`config.mk`:
```
export PLATFORM = sky130hd
export DESIGN_NAME = lbfc_core
export DESIGN_NICKNAME = d
export VERILOG_FILES = /design/src/lbfc_core.v
export VERILOG_INCLUDE_DIRS = /design/src
export SDC_FILE = /design/constraint.sdc
export NUM_CORES = 1
export LEC_CHECK = 0
export BUFFER_PORTS_ARGS = -buffer_cell sky130_fd_sc_hd__buf_2
export CAP_MARGIN = 20
export CORE_MARGIN = 2
export CORE_UTILIZATION = 33
export CTS_CLUSTER_DIAMETER = 60
export DETAILED_ROUTE_END_ITERATION = 6
export GPL_TIMING_DRIVEN = 0
export PLACE_DENSITY = 0.55
export RECOVER_POWER = 100
export SLEW_MARGIN = 20
export SYNTH_ARGS = -nofsm -noshare
export SYNTH_HDL_FRONTEND = slang
export SYNTH_SLANG_ARGS = --single-unit
```
`constraint.sdc`:
```
create_clock -name pclk -period 2.6 [get_ports pclk]
set_input_delay 0.39 -clock pclk [delete_from_list [all_inputs] [get_ports pclk]]
set_output_delay 0.39 -clock pclk [all_outputs]
set_load 0.02 [all_outputs]
```
`src/lbfc_map.vh`:
```
/*
 lbfc_map.vh: register offsets, field positions, reset values and timing
 constants for the light bar function control block.
 assumes: included by bare name from the design file; definitions only.
*/
`ifndef LBFC_MAP_VH
`define LBFC_MAP_VH

// ----------------------------------------
// register byte offsets
// ----------------------------------------
`define LBFC_OFS_CTRL 12'h000
`define LBFC_OFS_PATTERN 12'h004
`define LBFC_OFS_STATUS 12'h008

// ----------------------------------------
// control register fields
// ----------------------------------------
`define LBFC_CTRL_POL_ENABLE 0
`define LBFC_CTRL_SCENE 1
`define LBFC_CTRL_INT_LO 2
`define LBFC_CTRL_INT_HI 3
`define LBFC_CTRL_EXT_DIR 4
`define LBFC_CTRL_RESET 5'h00

// intersection methods
`define LBFC_INT_MAINTAINED 2'h0
`define LBFC_INT_TOGGLE 2'h1
`define LBFC_INT_TIMED 2'h2

// ----------------------------------------
// pattern register reset (one byte per mode, then intersection)
// ----------------------------------------
`define LBFC_PATTERN_RESET 32'h04030201

// ----------------------------------------
// timing
// ----------------------------------------
`define LBFC_CLK_PERIOD_NS 10
`define LBFC_INT_HOLD_MS 8000
`define LBFC_DEBOUNCE_US 5000

`endif

```
`src/lbfc_core.v`:
```
/*
 lbfc_core.v: light bar function control. turns level-sensed control head
 inputs into lamp group commands, with an apb register slave for options,
 pattern assignment and status.
 assumes: one 100 mhz clock pclk, async active-low presetn, control head
 inputs arrive asynchronously and may bounce; lamp drivers downstream
 interpret the pattern codes and flash requests.
*/
`timescale 1ns/1ps
`include "lbfc_map.vh"

module lbfc_core #(
   parameter PAT_W = 8,
   parameter DEB_CYCLES = (`LBFC_DEBOUNCE_US * 1000) / `LBFC_CLK_PERIOD_NS,
   parameter INT_HOLD_CYCLES = `LBFC_INT_HOLD_MS * (1000000 / `LBFC_CLK_PERIOD_NS),
   parameter PWM_DIV = 16
) (
   input wire pclk,
   input wire presetn,
   input wire psel,
   input wire penable,
   input wire pwrite,
   input wire [11:0] paddr,
   input wire [31:0] pwdata,
   output reg [31:0] prdata,
   output reg pready,
   output reg pslverr,
   input wire mode1_in,
   input wire mode2_in,
   input wire mode3_in,
   input wire steady_burn_in,
   input wire intersection_in,
   input wire flash_takedown_alley_in,
   input wire left_alley_in,
   input wire right_alley_in,
   input wire takedown_in,
   input wire front_ctl_in,
   input wire rear_ctl_in,
   input wire low_power_in,
   input wire bar_test_in,
   input wire [7:0] dir_in,
   output reg [PAT_W-1:0] pattern_sel,
   output reg front_run,
   output reg rear_run,
   output reg steady_on,
   output reg takedown_steady,
   output reg takedown_flash,
   output reg left_alley_steady,
   output reg left_alley_flash,
   output reg right_alley_steady,
   output reg right_alley_flash,
   output reg scene_left,
   output reg scene_right,
   output reg self_test,
   output reg intensity_gate,
   output reg dir_internal_run,
   output reg dir_with_mode,
   output reg [7:0] dir_sel
);

   // ----------------------------------------
   // input synchronisation and debounce
   // ----------------------------------------
   localparam NIN = 21;
   wire [NIN-1:0] raw_in;
   reg [NIN-1:0] sync1_reg;
   reg [NIN-1:0] sync2_reg;
   reg [NIN-1:0] prev_reg;
   reg [NIN-1:0] clean_reg;
   reg [31:0] deb_cnt_reg;
   wire deb_tick;

   assign raw_in = {dir_in, bar_test_in, low_power_in, rear_ctl_in, front_ctl_in, takedown_in,
                    right_alley_in, left_alley_in, flash_takedown_alley_in, intersection_in,
                    steady_burn_in, mode3_in, mode2_in, mode1_in};
   assign deb_tick = (deb_cnt_reg == DEB_CYCLES - 1);

   // a level is accepted only after two equal samples one tick apart
   always @(posedge pclk or negedge presetn) begin
      if (!presetn) begin
         sync1_reg <= 21'h000000;
         sync2_reg <= 21'h000000;
         prev_reg <= 21'h000000;
         clean_reg <= 21'h000000;
         deb_cnt_reg <= 32'h00000000;
      end else begin
         sync1_reg <= raw_in;
         sync2_reg <= sync1_reg;
         deb_cnt_reg <= deb_tick ? 32'h00000000 : deb_cnt_reg + 32'h00000001;
         if (deb_tick) begin
            prev_reg <= sync2_reg;
            clean_reg <= (prev_reg & sync2_reg) | (clean_reg & (prev_reg | sync2_reg));
         end
      end
   end

   wire m1 = clean_reg[0];
   wire m2 = clean_reg[1];
   wire m3 = clean_reg[2];
   wire sb = clean_reg[3];
   wire isec = clean_reg[4];
   wire fta = clean_reg[5];
   wire la = clean_reg[6];
   wire ra = clean_reg[7];
   wire td = clean_reg[8];
   wire fc = clean_reg[9];
   wire rc = clean_reg[10];
   wire lp = clean_reg[11];
   wire tst = clean_reg[12];
   wire [7:0] dirv = clean_reg[20:13];

   // ----------------------------------------
   // registers
   // ----------------------------------------
   reg [4:0] ctrl_reg;
   reg [31:0] pattern_reg;
   wire pol_en = ctrl_reg[`LBFC_CTRL_POL_ENABLE];
   wire scene = ctrl_reg[`LBFC_CTRL_SCENE];
   wire [1:0] int_method = ctrl_reg[`LBFC_CTRL_INT_HI:`LBFC_CTRL_INT_LO];
   wire ext_dir = ctrl_reg[`LBFC_CTRL_EXT_DIR];

   // ----------------------------------------
   // mode priority and intersection
   // ----------------------------------------
   reg [1:0] mode_next;
   always @* begin
      if (m3) begin
         mode_next = 2'h3;
      end else if (m2) begin
         mode_next = 2'h2;
      end else if (m1) begin
         mode_next = 2'h1;
      end else begin
         mode_next = 2'h0;
      end
   end
   wire any_mode = (mode_next != 2'h0);

   reg isec_d_reg;
   reg lp_d_reg;
   reg int_latch_reg;
   reg [31:0] int_timer_reg;
   wire isec_rise = isec & ~isec_d_reg;
   wire lp_rise = lp & ~lp_d_reg;
   reg int_req;

   always @* begin
      case (int_method)
         `LBFC_INT_TOGGLE: int_req = int_latch_reg;
         `LBFC_INT_TIMED: int_req = (int_timer_reg != 32'h00000000);
         default: int_req = isec;
      endcase
   end
   // intersection overlays the mode; the stored selection is untouched so it resumes
   wire inter_act = int_req & any_mode & ~scene;

   always @(posedge pclk or negedge presetn) begin
      if (!presetn) begin
         isec_d_reg <= 1'b0;
         lp_d_reg <= 1'b0;
         int_latch_reg <= 1'b0;
         int_timer_reg <= 32'h00000000;
      end else begin
         isec_d_reg <= isec;
         lp_d_reg <= lp;
         if (int_method != `LBFC_INT_TOGGLE || scene) begin
            int_latch_reg <= 1'b0;
         end else if (isec_rise) begin
            int_latch_reg <= ~int_latch_reg;
         end
         if (int_method != `LBFC_INT_TIMED || scene) begin
            int_timer_reg <= 32'h00000000;
         end else if (isec_rise) begin
            int_timer_reg <= INT_HOLD_CYCLES;
         end else if (int_timer_reg != 32'h00000000) begin
            int_timer_reg <= int_timer_reg - 32'h00000001;
         end
      end
   end

   // ----------------------------------------
   // pattern selection and low power
   // ----------------------------------------
   reg [PAT_W-1:0] pat_next;
   always @* begin
      if (inter_act) begin
         pat_next = pattern_reg[31:24];
      end else if (mode_next == 2'h3) begin
         pat_next = pattern_reg[23:16];
      end else if (mode_next == 2'h2) begin
         pat_next = pattern_reg[15:8];
      end else begin
         // with no mode the mode-one code is shown; front_run and rear_run keep the heads dark
         pat_next = pattern_reg[7:0];
      end
   end

   reg [2:0] run_key_reg;
   reg dim_armed_reg;
   reg [7:0] pwm_cnt_reg;
   wire [2:0] run_key = {inter_act, mode_next};
   wire run_change = (run_key != run_key_reg);
   wire dim_ok = (mode_next == 2'h1 || mode_next == 2'h2) & ~inter_act & ~scene;
   wire dim_act = dim_armed_reg & lp & dim_ok;

   // a pattern change wins over a low-power edge in the same cycle, so the
   // operator must release and reapply after any change
   always @(posedge pclk or negedge presetn) begin
      if (!presetn) begin
         run_key_reg <= 3'h0;
         dim_armed_reg <= 1'b0;
         pwm_cnt_reg <= 8'h00;
      end else begin
         run_key_reg <= run_key;
         pwm_cnt_reg <= (pwm_cnt_reg == PWM_DIV - 1) ? 8'h00 : pwm_cnt_reg + 8'h01;
         if (run_change || !lp) begin
            dim_armed_reg <= 1'b0;
         end else if (lp_rise) begin
            dim_armed_reg <= 1'b1;
         end
      end
   end

   // ----------------------------------------
   // lamp group outputs
   // ----------------------------------------
   wire front_cut = pol_en ? ~fc : fc;
   wire rear_cut = pol_en ? ~rc : rc;
   wire fta_act = fta & any_mode;

   always @(posedge pclk or negedge presetn) begin
      if (!presetn) begin
         pattern_sel <= {PAT_W{1'b0}};
         front_run <= 1'b0;
         rear_run <= 1'b0;
         steady_on <= 1'b0;
         takedown_steady <= 1'b0;
         takedown_flash <= 1'b0;
         left_alley_steady <= 1'b0;
         left_alley_flash <= 1'b0;
         right_alley_steady <= 1'b0;
         right_alley_flash <= 1'b0;
         scene_left <= 1'b0;
         scene_right <= 1'b0;
         self_test <= 1'b0;
         intensity_gate <= 1'b1;
         dir_internal_run <= 1'b0;
         dir_with_mode <= 1'b0;
         dir_sel <= 8'h00;
      end else begin
         pattern_sel <= pat_next;
         // with enable polarity front_run and rear_run stay dark until the head also raises front or rear
         front_run <= any_mode & ~front_cut;
         rear_run <= any_mode & ~rear_cut;
         steady_on <= sb & any_mode;
         takedown_steady <= td;
         takedown_flash <= fta_act & ~front_cut & ~td;
         left_alley_steady <= la;
         left_alley_flash <= fta_act & ~la;
         right_alley_steady <= ra;
         right_alley_flash <= fta_act & ~ra;
         scene_left <= scene & isec;
         scene_right <= scene & tst;
         self_test <= ~scene & tst;
         // half duty when dimmed; full on otherwise
         intensity_gate <= ~dim_act | (pwm_cnt_reg < PWM_DIV / 2);
         dir_internal_run <= ~ext_dir & (|dirv[6:0]);
         dir_with_mode <= ~ext_dir & ~(|dirv[6:0]) & any_mode;
         dir_sel <= ext_dir ? 8'h00 : dirv;
      end
   end

   // ----------------------------------------
   // apb slave, one wait state so read data comes from a flop
   // ----------------------------------------
   wire acc = psel & penable;
   wire hit_ctrl = (paddr == `LBFC_OFS_CTRL);
   wire hit_pat = (paddr == `LBFC_OFS_PATTERN);
   wire hit_stat = (paddr == `LBFC_OFS_STATUS);
   reg [31:0] rd_next;

   always @* begin
      if (hit_ctrl) begin
         rd_next = {27'h0000000, ctrl_reg};
      end else if (hit_pat) begin
         rd_next = pattern_reg;
      end else if (hit_stat) begin
         // dirv is the debounced level, so status lags the pins by the debounce span
         rd_next = {11'h000, dirv, dim_armed_reg, dim_act, inter_act, pattern_sel, mode_next};
      end else begin
         rd_next = 32'h00000000;
      end
   end

   always @(posedge pclk or negedge presetn) begin
      if (!presetn) begin
         ctrl_reg <= `LBFC_CTRL_RESET;
         pattern_reg <= `LBFC_PATTERN_RESET;
         prdata <= 32'h00000000;
         pready <= 1'b0;
         pslverr <= 1'b0;
      end else begin
         pready <= acc & ~pready;
         // writes to status are dropped quietly; only unmapped offsets raise pslverr
         pslverr <= acc & ~pready & ~(hit_ctrl | hit_pat | hit_stat);
         if (acc & ~pready & ~pwrite) begin
            prdata <= rd_next;
         end
         if (acc & pready & pwrite) begin
            if (hit_ctrl) begin
               ctrl_reg <= pwdata[4:0];
            end else if (hit_pat) begin
               pattern_reg <= pwdata;
            end
         end
      end
   end

endmodule

```
==> results.md <==
- DP Area: 0.01233 sq mm
- Ys flop type: dfrtp_1
- Commonest non-fill, non-tap cell in the layout: dfrtp_1
- Seq cells post-synth: 265
- Post-DR wirelength/cell: 16.39 microns
- Count of flip-flops with a built-in enable after synthesis: 0
- Clock sinks: 265
- Core Area: 0.03270 sq mm
- Distinct cell type count after synthesis: 61
- Iteration-0 DRC Markers: 415
- Slew @ Worst Pin: 1.263 ns
- Post-layout util: 41.18%
- Worst Path Required: 3.00 ns
- Worst skew pair latency: 0.52 ns
- Sequential share of the synthesized area: 60.14%
- Crit share post-route: 94.61%
- Crit path max fanout: 10
- Iteration count of the initial detailed-routing pass: 6
- Headroom to the max-slew limit: 15.80%
- CTS root buf: clkbuf_16
- Worst Skew: 0.02263 ns
- CP endpoint kind: flip-flop
- Avg Cell Area, Syn: 11.58 sq um
- Row count: 66
- Fmax achieved: 406.5 MHz
- Place WS: -0.2259 ns
- Worst path arrival time: 2.86 ns
- Max IR drop VDD: 434.0 uV
- N_diodes: 0
- Number of buffers created by CTS: 34
- PnR worst setup slack: 0.1402 ns
- Via density: 4.837
- P_int: 7.107 mW
- Post-Syn Area: 0.01104 sq mm
- Clock tree buffer depth: 3
- Critical Path Start Type: flip-flop
- Sw Share: 23.14%
- Die height: 186.9 microns
- Leakage: 6.315 nW
- Logic pwr share: 3.8%
- DRT antenna net count: 0
- DRC: 0
- Share of cells above drive strength 1: 15.57%
- Synthesis-to-finish area growth: 22.00%
- Initial antenna violation count: 0
- Clk slew on worst S/H paths: 0.06 ns
- Count of input and output buffers: 134
- Mapped Cells: 953
- RSZ-0062 raised after global routing: false
- Synth Warn #: 0
- Gpl congestion: 0.8024
- Final wirelength: 26.51 mm
- Status: finished, final reports clean
- First-pass GRT wire length: 43.56 mm
- Class of the worst hold path: in -> reg
- Chip width: 186.9 microns
- Final min period: 2.460 ns
- Multi-input logic area: 0.003939 sq mm
- Io pins: 135
- HPWL after DPL: 18.34 mm
- Fill count: 3242
- Via Count: 7822
- CP startpoint: clean_reg[0]
- Register area: 0.006639 sq mm
- CTS tree: built
- Switch Pwr: 2.140 mW
- CP Class: reg -> reg
- Initial Util: 33.76%
- Max_cap viols: 0
- Final setup vio count: 0
- R2R Path Start: clean_reg[0]
- Congestion Overflow GR: 0
- Gr usage total: 15.49%
- Async set-reset flop share out of synthesis: 100.0%
- H-tree levels: 2
- Post-layout nets: 1228
- Sequential Power Share: 45.9%
- Most frequent cells in the layout: dfrtp_1 (259), clkbuf_1 (91), nand2_1 (84), nor2_1 (71), buf_2 (70)
- Fin. Hold Viols: 0
- Net Count, Synth: 1032
- Number of global-route vias before repair: 7989
- Power Dens Cells: 686.6 mW/mm^2
- Largest net degree at the start of global routing: 93
- Final hold slack: 0.09718 ns
- Final instance area: 0.01347 sq mm
- Die area: 0.03493 sq mm
- Max Slew Vio Count: 0
- Hold_sp: pwdata[28]
- Clock power frac: 50.3%
[power groups by stage]
stage / registers (mW) / clock network, mW / logic (mW)
6_report: 4.24 / 4.65 / 0.348
5_1_grt: 4.25 / 4.96 / 0.398
4_1_cts: 4.24 / 4.79 / 0.378
3_5_place_dp: 4.32 / 0 / 0.351
3_3_place_gp: 4.32 / 0 / 0.337
2_1_floorplan: 4.37 / 0 / 0.0677
[metal layers]
layer,track usage [%],routed length (microns)
met4,4.365,551
met5,0,0
met2,24.34,11840
met3,2.833,1041
met1,21.94,13070
[what timing repair did]
action / CTS / global route
hold buffers: 22 / 0
resized for setup: 1 / 14
setup endpoints to repair: 11 / 52
setup buffers: 1 / 2
endpoints found under the hold margin: 112 / 0
pin swaps: 1 / 2
[metrics by stage]
| step | instances | TNS, ns | total power [mW] |
|---|---|---|---|
| final | 1617 | 0 | 9.247 |
| after global routing | 1617 | 0 | 9.608 |
| after CTS | 1616 | 0 | 9.406 |
| after detailed placement | 1531 | -3.735 | 4.669 |
| after global placement | 1529 | -1018.01 | 4.654 |
| after floorplan | 953 | 0 | 4.433 |
[synthesized netlist by cell type, types with 3 or more instances]
cell type  number  share of area [%]
mux2_4         30                4.1
a21oi_1        64                2.9
nor3b_1         3               0.20
o2111ai_1       3               0.24
nor2b_1        14               0.79
xnor2_1        24                1.9
nor3_1         21               0.95
a31o_2          3               0.24
or4_1           3               0.20
ha_1            9                1.0
inv_1          30                1.0
buf_12          3               0.54
and3_1          9               0.51
o21ai_0        61                2.8
o211ai_1        4               0.27
or4_4           3               0.31
o21ai_1         3               0.14
o31ai_1         7               0.48
mux2i_1        10               0.91
nor2_1         71                2.4
buf_2           4               0.18
xor2_1         28                2.2
dfrtp_1       259                 59
nand4_1        18                1.0
clkbuf_1       27               0.92
mux2_2         11                1.1
a211oi_1        3               0.20
nor4_1         13               0.74
a222oi_1        5               0.45
nand2b_1        9               0.51
or3_1          15               0.85
a221oi_1       14                1.1
and2_1          3               0.17
dfstp_2         6                1.4
mux2_1          3               0.31
and4_1          7               0.56
or2_2           4               0.23
a31oi_1         6               0.34
nand2_1        84                2.9
nand3_1        31                1.4
[worst paths after layout]
kind / endpoint / depth (start not counted) / slack (ns)
setup reg to reg: pattern_sel[2] / 8 / 0.14
hold reg to reg: sync2_reg[12] / 0 / 0.35
hold / removal: pattern_reg[28] / 2 / 0.1
max in group asynchronous: pattern_reg[9] / 4 / 0.37
min in group asynchronous: right_alley_flash / 2 / 0.69
setup / recovery: pattern_sel[2] / 8 / 0.14
[kinds of logic after synthesis]
logic type      after synthesis  synth area share, %
compound gates              180                9.804
flops                       265                60.14
buf+inv                      67                2.902
simple gates                326                15.60
xor+xnor                     52                4.126
fa+ha+maj                     9                1.020
mux                          54                6.415
[final cells by class]
cell class              count  area share, %
inverters                  30         0.8361
clock inverters            16          1.189
multi-input cells         621          29.25
plain buffers              36          1.570
well taps                 442          4.106
repair buffers            161          6.503
flip-flops and latches    265          49.29
clock buffers              46          7.256
[critical path, stage by stage, from the launching register on]
cell,delay [ns]
dfrtp_1,0.41
nor2b_1,0.16
or2_2,0.34
inv_1,0.10
ha_1,0.51
a211o_1,0.21
o41ai_4,0.10
buf_6,0.18
mux2_1,0.31
No activity file was read; power rests on OpenSTA's default activity.
